### config.mk
export PLATFORM = sky130hd
export DESIGN_NAME = sarseq_top
export DESIGN_NICKNAME = d
export VERILOG_FILES = /design/src/hdl/sarseq_pkg.sv /design/src/hdl/sarseq_fifo_if.sv /design/src/hdl/sarseq_fifo.sv /design/src/hdl/sarseq_top.sv
export SDC_FILE = /design/constraint.sdc
export NUM_CORES = 1
export LEC_CHECK = 0
export ABC_CLOCK_PERIOD_IN_PS = 3550
export BUFFER_PORTS_ARGS = -buffer_cell sky130_fd_sc_hd__buf_2
export CORE_MARGIN = 3
export CORE_UTILIZATION = 54
export CTS_BUF_LIST = sky130_fd_sc_hd__clkbuf_16
export DETAILED_ROUTE_END_ITERATION = 10
export GPL_TIMING_DRIVEN = 0
export PLACE_DENSITY = 0.76
export SLEW_MARGIN = 15
export SYNTH_ARGS = -nofsm -noshare
export SYNTH_HDL_FRONTEND = slang
export SYNTH_HIERARCHICAL = 1
export SYNTH_SLANG_ARGS = --single-unit
export TNS_END_PERCENT = 20
### constraint.sdc
create_clock -name core_clk_i -period 3.55 [get_ports core_clk_i]
set_clock_uncertainty 0.05 [all_clocks]
set_input_delay 0.71 -clock core_clk_i [delete_from_list [all_inputs] [get_ports core_clk_i]]
set_output_delay 0.71 -clock core_clk_i [all_outputs]
set_load 0.05 [all_outputs]
### src/hdl/sarseq_pkg.sv
// constants, types and contract list of the conversion sequencer
// Contract
// - falling start after acquisition begins conversion
// - conversion start isolates arrays onto reference ground
// - sixteen bit decisions, msb first
// - decisions done: output code, busy low
// - result belongs to same conversion, no latency
// - fastest mode reaches one msps; here fast starts are at least 24 cycles apart (about 833 ksps)
// - normal mode reaches 800 ksps, no interval limit
// - low-power mode saves power, 666 ksps
// - coding select picks binary or two's complement
// - low-power when low-power high, fast low
// - low-power: start held low restarts immediately; here the restart waits for the 30-cycle start spacing
// - power-down finishes current then blocks conversions
// - running conversion never restarted nor aborted
`default_nettype none
package sarseq_pkg;
    // ------------------------------------------------------------
    // clock and timing
    // ------------------------------------------------------------
    localparam int unsigned CLK_HZ          = 20_000_000;
    localparam int unsigned ACQ_NS          = 300;
    localparam int unsigned ACQ_CYC         = (ACQ_NS * (CLK_HZ / 1_000_000) + 999) / 1000;
    localparam int unsigned WARP_SPS        = 1_000_000;
    localparam int unsigned NORM_SPS        = 800_000;
    localparam int unsigned LOWP_SPS        = 666_000;
    localparam int unsigned WARP_PERIOD_CYC = CLK_HZ / WARP_SPS;
    localparam int unsigned NORM_PERIOD_CYC = CLK_HZ / NORM_SPS;
    localparam int unsigned LOWP_PERIOD_CYC = CLK_HZ / LOWP_SPS;
    localparam int unsigned RES_BITS        = 16;
    localparam int unsigned FIFO_DEPTH      = 16;
    // ------------------------------------------------------------
    // wishbone map (word addresses are byte offsets / 4)
    // ------------------------------------------------------------
    localparam logic [7:0] REG_CTRL   = 8'h00;
    localparam logic [7:0] REG_STATUS = 8'h04;
    localparam logic [7:0] REG_DATA   = 8'h08;
    localparam logic [7:0] REG_SAMPLE = 8'h0C;
    // ctrl fields
    localparam int unsigned CTRL_START_N = 0;
    localparam int unsigned CTRL_CODING  = 1;
    localparam int unsigned CTRL_LOWP    = 2;
    localparam int unsigned CTRL_FAST    = 3;
    localparam int unsigned CTRL_PDOWN   = 4;
    localparam logic [31:0] CTRL_RESET   = 32'h0000_0001;
    // status fields
    localparam int unsigned ST_BUSY    = 0;
    localparam int unsigned ST_HOLD    = 1;
    localparam int unsigned ST_LOWPWR  = 2;
    localparam int unsigned ST_FEMPTY  = 3;
    localparam int unsigned ST_FFULL   = 4;
    localparam int unsigned ST_OVF     = 5;
    localparam int unsigned ST_MODE_LO = 6;
    typedef enum logic [1:0] {SARSEQ_NORMAL, SARSEQ_FAST, SARSEQ_LOWP} sarseq_mode_t;
    typedef enum {SARSEQ_ACQ, SARSEQ_CONV, SARSEQ_DONE} sarseq_state_t;
endpackage : sarseq_pkg
`default_nettype wire

### src/hdl/sarseq_fifo_if.sv
// stream carrier between sequencer and result fifo
`default_nettype none
interface sarseq_fifo_if #(parameter int unsigned WIDTH = 16);
    logic             in_valid;
    logic             in_ready;
    logic [WIDTH-1:0] in_data;
    logic             out_valid;
    logic             out_ready;
    logic [WIDTH-1:0] out_data;
    logic             full;
    logic             empty;
    modport fifo (input in_valid, in_data, out_ready, output in_ready, out_valid, out_data, full, empty);
    modport user (output in_valid, in_data, out_ready, input in_ready, out_valid, out_data, full, empty);
endinterface : sarseq_fifo_if
`default_nettype wire

### src/hdl/sarseq_fifo.sv
// result fifo with parameter width and depth
`default_nettype none
module sarseq_fifo #(
    parameter int unsigned WIDTH = 16,
    parameter int unsigned DEPTH = 16
) (
    // clock and reset
    input  wire logic   core_clk_i,
    input  wire logic   sys_rst_i,
    // stream
    sarseq_fifo_if.fifo f
);
    localparam int unsigned AW = $clog2(DEPTH);
    logic [WIDTH-1:0] mem [DEPTH];
    logic [AW-1:0]    wr_q;
    logic [AW-1:0]    rd_q;
    logic [AW:0]      cnt_q;
    wire              push = f.in_valid && f.in_ready;
    wire              pop  = f.out_valid && f.out_ready;
    assign f.full      = (cnt_q == (AW+1)'(DEPTH));
    assign f.empty     = (cnt_q == '0);
    assign f.in_ready  = !f.full;
    assign f.out_valid = !f.empty;
    assign f.out_data  = mem[rd_q];
    always_ff @(posedge core_clk_i) begin
        if (push) begin
            mem[wr_q] <= f.in_data;
        end
    end
    // pointers wrap naturally only for power-of-two depth
    always_ff @(posedge core_clk_i or posedge sys_rst_i) begin
        if (sys_rst_i) begin
            wr_q  <= '0;
            rd_q  <= '0;
            cnt_q <= '0;
        end else begin
            wr_q  <= push ? wr_q + 1'b1 : wr_q;
            rd_q  <= pop ? rd_q + 1'b1 : rd_q;
            cnt_q <= cnt_q + (AW+1)'(push) - (AW+1)'(pop);
        end
    end
endmodule : sarseq_fifo
`default_nettype wire

### src/hdl/sarseq_top.sv
// successive-approximation conversion sequencer with wishbone slave
`default_nettype none
module sarseq_top
    import sarseq_pkg::*;
#(
    parameter int unsigned ACQ_CYCLES = sarseq_pkg::ACQ_CYC
) (
    // clock and reset
    input  wire logic                       core_clk_i,
    input  wire logic                       sys_rst_i,
    // wishbone slave
    input  wire logic                       wb_cyc_i,
    input  wire logic                       wb_stb_i,
    input  wire logic                       wb_we_i,
    input  wire logic [7:0]                 wb_adr_i,
    input  wire logic [3:0]                 wb_sel_i,
    input  wire logic [31:0]                wb_dat_i,
    output logic      [31:0]                wb_dat_o,
    output logic                            wb_ack_o,
    // converter pins
    input  wire logic                       conversion_start_n_i,
    input  wire logic                       comparator_i,
    output logic                            busy_o,
    output logic                            sample_hold_o,
    output logic                            reference_ground_o,
    output logic [sarseq_pkg::RES_BITS-1:0] dac_code_o,
    output logic [sarseq_pkg::RES_BITS-1:0] result_o,
    output logic                            low_power_o
);
    import sarseq_pkg::*;
    // ------------------------------------------------------------
    // registers and wires
    // ------------------------------------------------------------
    sarseq_state_t         state_q;
    logic [31:0]           ctrl_q;
    logic [RES_BITS-1:0]   trial_q;
    logic [RES_BITS-1:0]   bit_q;
    logic [7:0]            acq_cnt_q;
    logic [7:0]            rate_cnt_q;
    logic                  start_n_q;
    logic                  ovf_q;
    logic [RES_BITS-1:0]   code_q;
    sarseq_fifo_if #(.WIDTH(RES_BITS)) fq ();
    sarseq_fifo #(.WIDTH(RES_BITS), .DEPTH(FIFO_DEPTH)) u_fifo (
        .core_clk_i (core_clk_i),
        .sys_rst_i  (sys_rst_i),
        .f          (fq)
    );
    // effective start: pin and software bit are anded (both active low)
    wire start_n  = conversion_start_n_i & ctrl_q[CTRL_START_N];
    wire fast_pin = ctrl_q[CTRL_FAST];
    wire lowp_pin = ctrl_q[CTRL_LOWP];
    wire pdown    = ctrl_q[CTRL_PDOWN];
    wire sarseq_mode_t mode = fast_pin ? SARSEQ_FAST : (lowp_pin ? SARSEQ_LOWP : SARSEQ_NORMAL);
    // start spacing per mode: 20, 25, 30 cycles
    function automatic logic [7:0] period_of(input sarseq_mode_t m);
        case (m)
            SARSEQ_FAST: period_of = 8'(WARP_PERIOD_CYC);
            SARSEQ_LOWP: period_of = 8'(LOWP_PERIOD_CYC);
            default:     period_of = 8'(NORM_PERIOD_CYC);
        endcase
    endfunction : period_of
    wire acq_done  = (acq_cnt_q >= 8'(ACQ_CYCLES)) && (rate_cnt_q >= period_of(mode));
    wire fall      = start_n_q && !start_n;
    wire auto_go   = (mode == SARSEQ_LOWP) && !start_n;
    // begin on falling start after acquisition; none while powered down
    wire go        = (state_q == SARSEQ_ACQ) && acq_done && !pdown && (fall || auto_go);
    wire last_bit  = bit_q[0];
    // keep or drop trial bit, then try the next lower one
    wire [RES_BITS-1:0] kept  = comparator_i ? trial_q : (trial_q & ~bit_q);
    wire [RES_BITS-1:0] nxt   = kept | (bit_q >> 1);
    // coding select; array code is straight binary, two's complement flips its msb
    wire [RES_BITS-1:0] coded = ctrl_q[CTRL_CODING] ? {~kept[RES_BITS-1], kept[RES_BITS-2:0]} : kept;
    wire wb_req   = wb_cyc_i && wb_stb_i && !wb_ack_o;
    wire wr_ctrl  = wb_req && wb_we_i && (wb_adr_i == REG_CTRL);
    wire rd_data  = wb_req && !wb_we_i && (wb_adr_i == REG_DATA);
    assign fq.in_valid  = (state_q == SARSEQ_CONV) && last_bit;
    assign fq.in_data   = coded;
    assign fq.out_ready = rd_data;
    // ------------------------------------------------------------
    // sequencer
    // ------------------------------------------------------------
    // no abort path: conversion leaves only after the last bit
    always_ff @(posedge core_clk_i or posedge sys_rst_i) begin
        if (sys_rst_i) begin
            state_q    <= SARSEQ_ACQ;
            trial_q    <= '0;
            bit_q      <= '0;
            acq_cnt_q  <= '0;
            rate_cnt_q <= '0;
            start_n_q  <= 1'b1;
            code_q     <= '0;
            ovf_q      <= 1'b0;
        end else begin
            start_n_q  <= start_n;
            rate_cnt_q <= (rate_cnt_q == 8'hFF) ? rate_cnt_q : rate_cnt_q + 8'h01;
            case (state_q)
                SARSEQ_ACQ: begin
                    acq_cnt_q <= (acq_cnt_q == 8'hFF) ? acq_cnt_q : acq_cnt_q + 8'h01;
                    if (go) begin
                        state_q    <= SARSEQ_CONV;
                        trial_q    <= {1'b1, {(RES_BITS-1){1'b0}}};
                        bit_q      <= {1'b1, {(RES_BITS-1){1'b0}}};
                        rate_cnt_q <= 8'h01;
                    end
                end
                SARSEQ_CONV: begin
                    trial_q <= nxt;
                    bit_q   <= bit_q >> 1;
                    if (last_bit) begin
                        code_q  <= coded;
                        ovf_q   <= ovf_q | !fq.in_ready;
                        state_q <= SARSEQ_DONE;
                    end
                end
                SARSEQ_DONE: begin
                    acq_cnt_q <= '0;
                    state_q   <= SARSEQ_ACQ;
                end
                default: state_q <= SARSEQ_ACQ;
            endcase
            if (wb_req && wb_we_i && wb_adr_i == REG_STATUS && wb_dat_i[ST_OVF] && !(fq.in_valid && !fq.in_ready)) begin
                ovf_q <= 1'b0;
            end
        end
    end
    // ------------------------------------------------------------
    // pin outputs from flops
    // ------------------------------------------------------------
    always_ff @(posedge core_clk_i or posedge sys_rst_i) begin
        if (sys_rst_i) begin
            busy_o             <= 1'b0;
            sample_hold_o      <= 1'b0;
            reference_ground_o <= 1'b0;
            dac_code_o         <= '0;
            result_o           <= '0;
            low_power_o        <= 1'b0;
        end else begin
            busy_o             <= go || (state_q == SARSEQ_CONV && !last_bit);
            // hold sample, arrays onto reference ground
            sample_hold_o      <= go || (state_q == SARSEQ_CONV && !last_bit);
            reference_ground_o <= go || (state_q == SARSEQ_CONV && !last_bit);
            dac_code_o         <= go ? {1'b1, {(RES_BITS-1){1'b0}}} : nxt;
            result_o           <= (state_q == SARSEQ_CONV && last_bit) ? coded : result_o;
            // power saved between low-power conversions; and while powered down
            low_power_o        <= (state_q != SARSEQ_CONV && !go) && (pdown || mode == SARSEQ_LOWP);
        end
    end
    // ------------------------------------------------------------
    // wishbone slave, one wait state
    // ------------------------------------------------------------
    wire [31:0] status_w = {24'h00_0000, mode, ovf_q, fq.full, fq.empty,
                            low_power_o, sample_hold_o, busy_o};
    wire [31:0] rd_mux   = (wb_adr_i == REG_CTRL)   ? ctrl_q :
                           (wb_adr_i == REG_STATUS) ? status_w :
                           (wb_adr_i == REG_DATA)   ? {16'h0000, fq.out_data} :
                           (wb_adr_i == REG_SAMPLE) ? {16'h0000, code_q} : 32'h0000_0000;
    always_ff @(posedge core_clk_i or posedge sys_rst_i) begin
        if (sys_rst_i) begin
            ctrl_q   <= CTRL_RESET;
            wb_ack_o <= 1'b0;
            wb_dat_o <= '0;
        end else begin
            wb_ack_o <= wb_req;
            wb_dat_o <= (wb_req && !wb_we_i) ? rd_mux : 32'h0000_0000;
            if (wr_ctrl && wb_sel_i[0]) begin
                ctrl_q <= {27'h000_0000, wb_dat_i[4:0]};
            end
        end
    end
endmodule : sarseq_top
`default_nettype wire

## Word level (Yosys, flattened, before mapping)

Memory sizes are Yosys's and may differ from the RTL's.
Cells that the tools add are included.

| cells by class | value |
|---|---|
| eq/ne operators | 15 |
| $lt $le $gt $ge | 2 |
| multiplexer cells | 27 |
| reductions and logical operators | 48 |
| add/sub/neg operators | 6 |
| bitwise operators | 6 |

Operators by type and width:

| cell | number |
|---|---|
| 16-bit 2-to-1 mux | 9 |
| 32-bit by 2-bit == test with 1-bit output, second input constant | 2 |
| 32-bit logical NOT | 2 |
| 32-bit 2-to-1 mux | 2 |
| 16-bit case mux with 2 select lines | 2 |
| 32-bit case mux with 2 select lines | 1 |
| 32-bit by 1-bit == test with 1-bit output, second input constant | 1 |
| 8-bit 2-to-1 mux | 4 |
| 32-bit by 2-bit inequality test with 1-bit output, second input constant | 1 |
| 1-bit logical AND | 23 |
| 8-bit by 1-bit adder with 8-bit output, second input constant | 2 |
| 16-bit AND | 1 |
| 8-bit by 4-bit == test with 1-bit output, second input constant | 2 |
| 8-bit == test, second input constant | 2 |
| 16-bit NOT | 1 |
| 16-bit by 15-bit OR with 16-bit output | 1 |
| 8-bit case mux with 2 select lines | 1 |
| 2-bit AND reduction | 5 |
| 1-bit logical NOT | 9 |
| 4-bit by 1-bit adder with 4-bit output, second input constant | 2 |
| 8-bit by 3-bit == test with 1-bit output, second input constant | 1 |
| 8-bit by 3-bit greater-or-equal comparator with 1-bit output, second input constant | 1 |
| 8-bit greater-or-equal comparator | 1 |
| 8-bit logical NOT | 1 |
| 15 further kinds | 27 |

| word-level totals | value |
|---|---|
| bits in writable memories | 256 |
| input port bits | 51 |
| word-level logic and storage cells | 123 |
| bits in registers | 167 |
| memories | 1 |

Memories:

| name | words | bits a word | rd ports | clocked after Yosys merged registers in | wr ports | line | source |
|---|---|---|---|---|---|---|---|
| u_fifo.mem | 16 | 16 | 1 | 0 | 1 | sarseq_fifo.sv:14 | `logic [WIDTH-1:0] mem [DEPTH];` |

## Longest topological paths before layout

Gate-level depths: netlist of run 1.

| logic depth | value |
|---|---|
| word-level depth | 12 |
| depth in mapped cells | 17 |
| gate-level depth less buffers | 14 |

## By module

Netlist of run 1, hierarchy kept.

Modules (own cells, without submodules):

| module | seq. area each (µm²) | area an instance (µm²) | cells an instance | times used |
|---|---|---|---|---|
| sarseq_fifo | 8012.7 | 10910.5 | 552 | 1 |
| sarseq_top | 2705.1 | 4783.3 | 455 | 1 |

## Least setup slack after synthesis of run 1

Ideal clock, no wire load.

| path | value |
|---|---|
| kind | reg2reg |
| start | reg state_q[0] |
| end | mem u_fifo.mem[3][0] (enable) |
| arrival time | 3.276 ns |
| cell stages (with the launch flop) | 11 |
| setup time | 0.430 ns |
| slack | -0.206 ns |
| buffers on the path | 4 |
| clock period less this slack | 3.756 ns |
| path through | dfrtp_1 > clkbuf_1 > nor2b_1 > clkbuf_1 > nand2_1 > inv_2 > buf_2 > and2_1 > buf_4 > inv_2 > nor4_1 |

| on the way | value |
|---|---|
| longest elaborated chain between the ends | 5 |

Ends and longest elaborated chain:

| element | line | source |
|---|---|---|
| start, declared | sarseq_top.sv:34 | `sarseq_state_t state_q;` |
| start signal, assigned | sarseq_top.sv:86 | `state_q <= SARSEQ_ACQ;` |
| start signal, assigned | sarseq_top.sv:101 | `state_q <= SARSEQ_CONV;` |
| start signal, assigned | sarseq_top.sv:113 | `state_q <= SARSEQ_DONE;` |
| 32-bit by 2-bit == test with 1-bit output | sarseq_top.sv:77 | `assign fq.in_valid = (state_q == SARSEQ_CONV) && last_bit;` |
| 1-bit logical AND | sarseq_top.sv:77 |  |
| named net fq.in_valid | sarseq_fifo_if.sv:4 | `logic in_valid;` |
| 1-bit logical AND | sarseq_fifo.sv:18 | `wire push = f.in_valid && f.in_ready;` |
| 1-bit 2-to-1 mux | sarseq_fifo.sv:26 | `if (push) begin` |
| 1-bit 2-to-1 mux (not written as such) | sarseq_fifo.sv:27 | `mem[wr_q] <= f.in_data;` |
| end, declared | sarseq_fifo.sv:14 |  |

The timed path passes the listed nets, and every way through them passes these cells.

## Worst setup path in the final report of run 1

| path | value |
|---|---|
| start | in wb_adr_i[7] |
| end | reg u_fifo.cnt_q[4] |

| on the way | value |
|---|---|
| longest elaborated chain between the ends | 4 |

Ends and longest elaborated chain:

| element | line | source |
|---|---|---|
| start, declared | sarseq_top.sv:15 | `input wire logic [7:0] wb_adr_i,` |
| 8-bit by 4-bit == test with 1-bit output | sarseq_top.sv:76 | `wire rd_data = wb_req && !wb_we_i && (wb_adr_i == REG_DATA);` |
| 1-bit logical AND | sarseq_top.sv:76 |  |
| named net fq.out_ready | sarseq_fifo_if.sv:8 | `logic out_ready;` |
| 1-bit logical AND | sarseq_fifo.sv:19 | `wire pop = f.out_valid && f.out_ready;` |
| named net u_fifo.pop | sarseq_fifo.sv:19 |  |
| 5-bit by 1-bit subtractor with 5-bit output | sarseq_fifo.sv:39 | `cnt_q <= cnt_q + (AW+1)'(push) - (AW+1)'(pop);` |
| end signal, assigned | sarseq_fifo.sv:39 |  |
| end, declared | sarseq_fifo.sv:17 | `logic [AW:0] cnt_q;` |

The timed path passes the listed nets, and every way through them passes these cells.
A chain may end at the register's enable or synchronous reset.

==> results.py, run 1 <==
metrics = {
    "setup_path": {
        "worstSetupPathType": "input pin to flop",
        "r2r_slack_ns": 0.27,
        "path_max_fanout": 9,
        "startpoint_type": "input pin",
        "crit_required_ns": 3.95,
        "arrival_ns": 3.68,
        "setup.worst_path.end_class": "flop",
    },
    "global_routing": {
        "overflow": 0,
        "grt_pass1_vias": 9250,
        "grtUsageTotal_pct": 24.44,
        "grt_pass1_wl_um": 56760,
        "grt_start_max_net_pins": 88,
        "antenna_found_initial": 0,
    },
    "power": {
        "leakage_nw": 6.961,
        "p_per_area_nw_per_um2": 669.5,
        "ir_worst_vdd_mv": 0.6753,
        "fin_total_pwr_mw": 12.37,
    },
    "clock_tree": {
        "clkLatencyLatePin_ns": 0.53,
        "htreeDepth": 2,
        "cts_tree": "done",
        "ctsHoldBuffers": 0,
        "cts_root_buf": "clkbuf_16",
        "cts_buffers": 39,
        "clock_path_buffers": 3,
        "clkTransAtPathRegs_ns": 0.06,
        "cts_sinks": 377,
    },
    "placement": {
        "hpwlAfterDp_um": 25410,
        "gp_congestion": 0.8426,
        "port_buffers": 74,
    },
    "floorplan": {
        "die_h_um": 176.5,
        "design.core.area_um2": 28240,
        "chipWidth_um": 176.5,
        "die_area_um2": 31140,
        "num_io_pins": 120,
        "rows": 61,
        "start_util_pct": 55.56,
    },
    "timing": {
        "period_minus_slack_ns": 3.285,
        "fmax_ghz": 0.3044,
        "setup_viol": 0,
        "slew_headroom_pct": 41.95,
        "finalHoldViolations": 0,
        "tightest_slew_ns": 0.8664,
        "rsz0062_at_grt": "no",
        "post-route-period-util_pct": 92.55,
        "slew_violations": 0,
    },
    "routing": {
        "initialDrtViolationCount": 943,
        "drtPass1Iterations": 6,
        "vias_per_cell": 5.984,
        "wl_per_cell_um": 23.89,
        "drt-total-wl_um": 37730,
        "vias": 9449,
        "route.detailed.drc": 0,
        "postRouteAntennaNets": 0,
    },
    "hold_path": {
        "hp-class": "input pin to asynchronous set/reset pin",
    },
    "synth": {
        "syn_area_per_cell_um2": 15.60,
        "synth_area_um2": 15690,
        "synth_cells": 1006,
        "yosys_warnings": 6,
    },
    "cells_and_area": {
        "post-route-util_pct": 65.41,
        "drive_gt1_share_pct": 29.33,
        "layout_common_cells": "edfxtp_1 (256), dfrtp_1 (118), buf_2 (83)",
        "nNetsFinal": 1237,
        "area_growth_syn_to_layout_pct": 17.72,
        "final_common_cell": "edfxtp_1",
    },
    "outcome": {
        "status": "finished clean",
    },
    "job": {
        "max-cap-violations": 0,
    },
}
## report_power, final
group | switching (mW) | total, mW | internal, mW
Clock | 1.66 | 4.29 | 2.63
Sequential | 0.325 | 5.76 | 5.43
Combinational | 1.60 | 2.32 | 0.711
Total | 3.59 | 12.4 | 8.77
## critical path, cell delays in order
cell     delay [ns]
buf_2          0.10
nor4_2         0.25
nand2_1        0.10
or3_1          0.31
buf_2          0.19
or2_2          0.40
nor2_1         0.13
nor2b_1        0.15
buf_4          0.17
ha_1           0.13
inv_1          0.04
ha_1           0.20
fa_2           0.36
a21oi_1        0.15
nor2_1         0.06
nor2_1         0.11
xnor2_1        0.13
## timing repair
action,in CTS,in global routing
gates resized for setup,10,6
buffers inserted,1,0
endpoints found under the hold margin,0,0
pin swaps,1,0
endpoints found under the setup margin,135,1
## state kept, by name (all words and copies together) (netlist names), 5 cells and up
register	cells
acq_cnt_q	8
ctrl_q	5
rate_cnt_q	8
bit_q	16
dac_code_o	16
u_fifo/cnt_q	5
code_q	16
u_fifo/mem	256
wb_dat_o	16
trial_q	16
## final timing paths
path	startpoint	to	depth (start not counted)
setup / recovery	wb_adr_i[7]	u_fifo/cnt_q[4]	17
hold / removal	sys_rst_i	ovf_q	2
setup reg to reg	wb_ack_o	u_fifo/cnt_q[4]	15
hold reg to reg	trial_q[15]	trial_q[15]	2
max in group asynchronous	sys_rst_i	state_q[0]	3
min in group core_clk_i	wb_dat_i[2]	ctrl_q[2]	2
## routing by layer
layer / track usage (%) / vias up / wire [um]
met2: 39.95 / 472 / 18590
met1: 33.16 / 4794 / 14670
li1: - / 4099 / -
met4: 8.936 / 0 / 1273
met3: 4.602 / 84 / 3198
met5: 0 / - / 0
## through the flow
step	hold WS (ns)	cells	setup slack [ns]	TNS, ns	instance area [um2]
global route	0.08462	1578	0.04261	0	18470
CTS	0.07150	1580	0.05072	0	18470
finish	0.07895	1579	0.2646	0	18470
floorplan	0.4128	1021	-0.2059	-18.80	15750
global placement	0.4370	1473	-2.125	-436.57	16590
detailed placement	0.4550	1508	-0.6780	-33.22	17080
## area by class of cell
type,count,area (um2)
inverters,27,108.9
fillers,1912,9769
diodes,1,2.502
clock buffers,40,1001
flip-flops and latches,377,10720
plain buffers,71,496.7
repair buffers,110,747.0
multi-input cells,543,4566
well taps,378,473.0
clock inverters,32,356.6
(Power assumes the default switching activity.)
==> inputs of run 2 (changes only) <==
--- a/config.mk
+++ b/config.mk
@@ -5,14 +5,15 @@
 export SDC_FILE = /design/constraint.sdc
 export NUM_CORES = 1
 export LEC_CHECK = 0
+export ABC_AREA = 1
 export ABC_CLOCK_PERIOD_IN_PS = 3550
 export BUFFER_PORTS_ARGS = -buffer_cell sky130_fd_sc_hd__buf_2
 export CORE_MARGIN = 3
-export CORE_UTILIZATION = 54
+export CORE_UTILIZATION = 55
 export CTS_BUF_LIST = sky130_fd_sc_hd__clkbuf_16
 export DETAILED_ROUTE_END_ITERATION = 10
 export GPL_TIMING_DRIVEN = 0
-export PLACE_DENSITY = 0.76
+export PLACE_DENSITY = 0.77
 export SLEW_MARGIN = 15
 export SYNTH_ARGS = -nofsm -noshare
 export SYNTH_HDL_FRONTEND = slang
==> run 2 against run 1 <==
  * Setup slack improved by 0.31 ns
  * Synthesized area rose by 6.3%
  * Critical path type unchanged
  * Utilization down 1.2 points
  * Count of clock-buffer cells in the layout is 2 lower
  * Combinational power decreased by 11%
  * Worst hold slack better by 0.098 ns
==> results.py, run 2 <==
metrics = {
    "timing": {
        "slew_violations": 0,
        "finalHoldViolations": 0,
        "setup_viol": 0,
        "slew_headroom_pct": 36.38,
        "rsz0062_at_grt": "no",
        "post-route-period-util_pct": 83.95,
        "tightest_slew_ns": 0.9533,
        "holdWs_ns": 0.1774,
        "period_minus_slack_ns": 2.980,
        "fin_setup_tns_ns": 0,
        "fmax_ghz": 0.3356,
    },
    "setup_path": {
        "setup.worst_path.end_class": "flop",
        "startpoint_type": "input pin",
        "path_common_cell": "nand2_1",
        "worstSetupPathType": "input pin to flop",
        "crit_path_cell_trace": "buf_2, nor2_1, nand3_2, clkinv_1, clkbuf_1, nand2_1, nor2_1, nand2_1, inv_1, ha_1, inv_1, ha_1, fa_1, nand3_1, nand2_1, xor2_1",
        "critPathBufInv": 5,
        "path_delay_family": "buffers and inverters",
        "crit_required_ns": 3.91,
        "path_max_fanout": 10,
        "critPathSlowestCell": "fa_1",
        "r2r-end": "u_fifo/cnt_q[4]",
        "r2r_slack_ns": 0.68,
        "cpPeakStageDelay_ns": 0.41,
        "r2r_cells": 12,
        "arrival_ns": 3.34,
        "r2r-start": "wb_ack_o",
    },
    "routing": {
        "postRouteAntennaNets": 0,
        "wl_per_cell_um": 19.29,
        "drt-total-wl_um": 43340,
        "vias_per_cell": 5.501,
        "initialDrtViolationCount": 1438,
        "drtPass1Iterations": 5,
        "vias": 12360,
        "route.detailed.drc": 0,
    },
    "synth": {
        "synthTopCellsByCount": "nand2_1 (535), edfxtp_1 (256), inv_1 (181)",
        "syn_area_per_cell_um2": 9.905,
        "synth_ff_type": "edfxtp_1",
        "synth_cell_types": 40,
        "synth_cells": 1684,
        "post-synth-top-area-fraction_pct": 46.09,
        "synth-edff-count": 256,
        "synth_area_leaders": "edfxtp_1 (46%), dfrtp_1 (18%), nand2_1 (12%)",
        "yosys_warnings": 6,
        "postSynth.asyncResetShare_pct": 32.10,
        "synth_most_common_cell": "nand2_1",
        "synth-seq-area-share_pct": 64.26,
        "yosys_register_bits": 377,
        "synth_area_um2": 16680,
        "synth_top_area_cell": "edfxtp_1",
    },
    "cells_and_area": {
        "post-route-util_pct": 64.16,
        "final_common_cell": "nand2_1",
        "nNetsFinal": 1892,
        "largest_reg_flops": 256,
        "top_register": "u_fifo/mem",
        "final_area_um2": 19120,
        "drive_gt1_share_pct": 14.31,
        "layout_common_cells": "nand2_1 (535), edfxtp_1 (256), inv_1 (181)",
        "nFillCells": 2299,
        "area_growth_syn_to_layout_pct": 14.60,
    },
    "placement": {
        "dpl_cell_area_um2": 17810,
        "gp_congestion": 0.9728,
        "hpwlAfterDp_um": 29350,
        "port_buffers": 74,
    },
    "clock_tree": {
        "cts_tree": "done",
        "clkTransAtPathRegs_ns": 0.07,
        "clock_path_buffers": 3,
        "cts_buffers": 38,
        "cts_setup_buffers": 0,
        "htreeDepth": 2,
        "cts_sinks": 377,
        "clkLatencyLatePin_ns": 0.54,
        "ctsHoldBuffers": 0,
        "cts_root_buf": "clkbuf_16",
        "post_cts_resized": 0,
    },
    "floorplan": {
        "chipWidth_um": 180.1,
        "rows": 63,
        "die_h_um": 180.1,
        "num_io_pins": 120,
        "die_area_um2": 32450,
        "design.core.area_um2": 29800,
        "start_util_pct": 55.98,
    },
    "power": {
        "leakage_nw": 8.611,
        "fin_total_pwr_mw": 11.87,
        "ir_worst_vdd_mv": 0.5902,
        "p_per_area_nw_per_um2": 620.9,
    },
    "global_routing": {
        "grt_pass1_wl_um": 65210,
        "grt_pass1_vias": 11580,
        "grt_start_max_net_pins": 36,
        "grtUsageTotal_pct": 26.03,
        "overflow": 0,
        "antenna_found_initial": 0,
    },
    "hold_path": {
        "hp-class": "input pin to asynchronous set/reset pin",
    },
    "outcome": {
        "status": "finished clean",
    },
    "job": {
        "max-cap-violations": 0,
    },
}
==> run 2: worst max-delay path by stage <==
stage	start	slack, ns	to	depth (start not counted)
2_1_floorplan	wb_adr_i[1]	0.67	u_fifo/cnt_q[4]	15
3_3_place_gp	wb_adr_i[1]	0.04	u_fifo/cnt_q[4]	16
3_5_place_dp	wb_adr_i[1]	0.04	u_fifo/cnt_q[4]	16
4_1_cts	wb_adr_i[1]	0.58	u_fifo/cnt_q[4]	16
5_1_grt	wb_adr_i[7]	0.39	u_fifo/cnt_q[4]	16
6_report	wb_adr_i[7]	0.57	u_fifo/cnt_q[4]	16
==> run 2: report_power, final <==
group / internal [mW] / switching, mW / total [mW]
clock: 2.47 / 1.66 / 4.14
sequential: 5.37 / 0.293 / 5.66
combinational: 0.483 / 1.59 / 2.07
==> run 2: worst reg2reg max path: cells and delay by family (launching register included) <==
kind,cells,cell delay [ns]
XOR/XNOR,1,0.14
adder cells (fa/ha/maj),3,0.77
buffers and inverters,2,0.29
flip-flops,1,0.40
AND/OR/NAND/NOR,6,1.09
==> run 2: stage by stage <==
stage | worst slack [ns] | instances
after floorplan | 0.6661 | 1699
after global placement | 0.03969 | 2163
after detailed placement | 0.04026 | 2174
after CTS | 0.5815 | 2242
after global routing | 0.3864 | 2242
final | 0.5698 | 2247
==> run 2: metal layers <==
metal	up-vias	global-route usage, %	part of all wire [%]
met5	-	0	0
met4	0	10.16	3.9
met3	107	4.885	10
met2	693	40.78	46
met1	5852	36.61	40
li1	5709	-	-
==> run 2: layout make-up <==
class	instances	area (um2)	area share, %
Tap cell	390	488.0	2.553
Buffer	88	588.1	3.076
Timing Repair Buffer	85	535.5	2.801
Inverter	188	711.9	3.724
Clock buffer	38	950.9	4.974
Multi-Input combinational cell	1046	4770	24.95
Antenna cell	5	12.51	0.06545
Sequential cell	377	10720	56.07
Clock inverter	30	341.6	1.787
==> run 2: kinds of logic after synthesis <==
logic type / after synthesis / synth area share, %
multiplexers: 1 / 0.06001
flip-flops: 377 / 64.26
AO/OA/AOI/OAI: 118 / 3.758
AND/OR/NAND/NOR: 881 / 22.13
buffers and inverters: 276 / 7.771
XOR/XNOR: 13 / 0.6826
other: 1 / 0.02248
adder cells (fa/ha/maj): 17 / 1.320
==> inputs of run 3 (changes only) <==
--- a/config.mk
+++ b/config.mk
@@ -5,15 +5,15 @@
 export SDC_FILE = /design/constraint.sdc
 export NUM_CORES = 1
 export LEC_CHECK = 0
-export ABC_AREA = 1
-export ABC_CLOCK_PERIOD_IN_PS = 3550
+export ABC_AREA = 0
+export ABC_CLOCK_PERIOD_IN_PS = 2700
 export BUFFER_PORTS_ARGS = -buffer_cell sky130_fd_sc_hd__buf_2
 export CORE_MARGIN = 3
-export CORE_UTILIZATION = 55
+export CORE_UTILIZATION = 54
 export CTS_BUF_LIST = sky130_fd_sc_hd__clkbuf_16
 export DETAILED_ROUTE_END_ITERATION = 10
 export GPL_TIMING_DRIVEN = 0
-export PLACE_DENSITY = 0.77
+export PLACE_DENSITY = 0.76
 export SLEW_MARGIN = 15
 export SYNTH_ARGS = -nofsm -noshare
 export SYNTH_HDL_FRONTEND = slang
==> constraint.sdc (replaced) <==
create_clock -name core_clk_i -period 2.7 [get_ports core_clk_i]
set_clock_uncertainty 0.05 [all_clocks]
set_input_delay 0.54 -clock core_clk_i [delete_from_list [all_inputs] [get_ports core_clk_i]]
set_output_delay 0.54 -clock core_clk_i [all_outputs]
set_load 0.05 [all_outputs]
==> run 3 against run 2 <==
  * The run now ends with setup timing left
  * Critical path depth shrank 3
  * Non-clock buffer count grew 12
  * Setup slack lost 0.65 ns
  * Combinational power grew 47%
  * Cell count shrank 30%
  * Sequential power grew 34%
  * Count of clock-buffer cells in the layout grew 1
  * Design area shrank 2.7%
  * Flip-flop and latch count is the same
  * Critical endpoint unchanged
  * Largest cell class unchanged
==> results.py, run 3 (same netlist as run 1, synthesis figures left out) <==
metrics = {
    "cells_and_area": {
        "post-route-util_pct": 65.90,
        "area_growth_syn_to_layout_pct": 18.60,
        "regArea_um2": 10720,
        "top_register": "u_fifo/mem",
        "final_cells": 1581,
        "nFillCells": 1892,
        "multiInputGateArea_um2": 4687,
        "largest_reg_flops": 256,
        "nNetsFinal": 1241,
        "final_common_cell": "edfxtp_1",
        "layout_common_cells": "edfxtp_1 (256), dfrtp_1 (118), nand2_1 (79), buf_2 (79), mux2i_1 (73)",
        "drive_gt1_share_pct": 30.62,
    },
    "clock_tree": {
        "clkLatencyLatePin_ns": 0.52,
        "cts_root_buf": "clkbuf_16",
        "clkTransAtPathRegs_ns": 0.06,
        "cts_buffers": 39,
        "htreeDepth": 2,
        "cts_tree": "done",
        "clock_path_buffers": 3,
        "cts_sinks": 377,
    },
    "global_routing": {
        "grt.busiest_layer": "met2",
        "antenna_found_initial": 0,
        "grtUsageMet1_pct": 33.14,
        "grt_pass1_wl_um": 56120,
        "overflow": 0,
        "grt_start_max_net_pins": 35,
        "use_met3_pct": 4.151,
        "use_met2_pct": 40.16,
        "grtUsageTotal_pct": 24.05,
        "grt_pass1_vias": 9225,
    },
    "setup_path": {
        "worstSetupPathType": "flop to flop",
        "crit_required_ns": 3.09,
        "startpoint_type": "flop",
        "r2r-start": "wb_ack_o",
        "crit_start": "wb_ack_o",
        "r2r-end": "u_fifo/cnt_q[4]",
        "path_max_fanout": 2,
        "r2r_cells": 13,
        "arrival_ns": 3.17,
        "r2r_slack_ns": -0.08,
        "setup.worst_path.end_class": "flop",
        "critical_path.endpoint": "u_fifo/cnt_q[4]",
    },
    "power": {
        "clockPowerShare_pct": 33.0,
        "leakage_nw": 6.989,
        "combPwrFrac_pct": 19.2,
        "ir_worst_vdd_mv": 0.6971,
        "p_int_mw": 11.21,
        "p_per_area_nw_per_um2": 851.8,
        "seq_power_share_pct": 47.8,
        "swShare_pct": 29.30,
        "fin_total_pwr_mw": 15.85,
        "p_sw_mw": 4.644,
    },
    "routing": {
        "vias_per_cell": 5.897,
        "drt-total-wl_um": 37170,
        "initialDrtViolationCount": 781,
        "vias": 9323,
        "wl_per_cell_um": 23.51,
        "drtPass1Iterations": 5,
        "route.detailed.drc": 0,
        "postRouteAntennaNets": 0,
    },
    "placement": {
        "hpwlAfterDp_um": 25320,
        "place_ws_ns": -1.034,
        "dp_cells": 1505,
        "port_buffers": 74,
        "gp_congestion": 0.8459,
    },
    "timing": {
        "tightest_slew_ns": 0.9966,
        "slew_headroom_pct": 33.24,
        "rsz0062_at_grt": "yes",
        "post-route-period-util_pct": 102.9,
        "worst_slack_ns": -0.07779,
        "fmax_ghz": 0.3600,
        "setup_viol": 1,
        "period_minus_slack_ns": 2.778,
        "slew_violations": 0,
        "finalHoldViolations": 0,
    },
    "floorplan": {
        "design.core.area_um2": 28240,
        "rows": 61,
        "start_util_pct": 55.56,
        "num_io_pins": 120,
        "chipWidth_um": 176.5,
        "die_h_um": 176.5,
        "die_area_um2": 31140,
    },
    "job": {
        "max-cap-violations": 0,
    },
    "outcome": {
        "status": "finished, violations left",
        "violations": "setup timing",
    },
    "hold_path": {
        "hp-class": "input pin to asynchronous set/reset pin",
    },
}
-- run 3: cell types whose count changed in the layout (fill, tap and decap cells not counted), sizes merged, moves of 35 or more --
cell,change
inv,-152
mux4,+35
mux2i,+72
nor2,-81
nand3,-174
nand2,-456
-- run 3: per-layer routing --
layer,vias up,part of all wire (%)
li1,4097,-
met1,4800,41
met2,360,50
met3,66,6.7
met4,0,2.5
met5,-,0
-- run 3: worst max-delay path, stage by stage, from the launching register on --
cell	delay, ns
dfrtp_1	0.39
nand3b_1	0.20
or3_4	0.40
or2_4	0.25
nor2_4	0.07
nor2b_4	0.17
ha_4	0.13
inv_2	0.04
ha_4	0.16
fa_2	0.39
a21oi_2	0.14
nor2_1	0.05
nor2_1	0.12
xnor2_1	0.13
-- run 3: cell type report --
class	instances	area share, %
clock buffer	39	5.244
inverter	27	0.6186
clock inverter	31	1.446
sequential	377	57.60
tap	378	2.542
antenna	1	0.01345
buffer	69	2.736
timing repair buffer	116	4.612
multi-input combinational	543	25.19
-- run 3: stage by stage --
stage	hold WS [ns]	instance area (um2)	TNS, ns
3_5_place_dp	0.4466	17220	-158.53
3_3_place_gp	0.4353	16720	-489.06
4_1_cts	0.08778	18600	-0.04817
6_report	0.07540	18610	-0.07779
5_1_grt	0.1124	18610	-0.2554
2_1_floorplan	0.3670	15870	-41.68
-- run 3: worst min-delay path by stage --
stage | startpoint | end | cells after the start
2_1_floorplan | sys_rst_i | u_fifo/cnt_q[0] | 1
3_3_place_gp | ovf_q | ovf_q | 2
3_5_place_dp | ovf_q | ovf_q | 2
4_1_cts | sys_rst_i | u_fifo/rd_q[1] | 2
5_1_grt | sys_rst_i | u_fifo/rd_q[1] | 2
6_report | sys_rst_i | u_fifo/rd_q[1] | 2
-- run 3: power groups by stage --
stage	Clock (mW)	Sequential [mW]	Combinational, mW
6_report	5.23	7.58	3.05
5_1_grt	5.54	7.64	3.29
4_1_cts	5.30	7.56	3.03
3_5_place_dp	0	7.66	2.99
3_3_place_gp	0	7.69	2.61
2_1_floorplan	0	8.13	1.33
-- run 3: repair_timing --
item	4_1_cts	5_1_grt
pin swaps	8	6
endpoints found under the setup margin	261	63
setup buffers	10	0
hold buffers	0	0
resized for setup	25	9
cloned	0	0
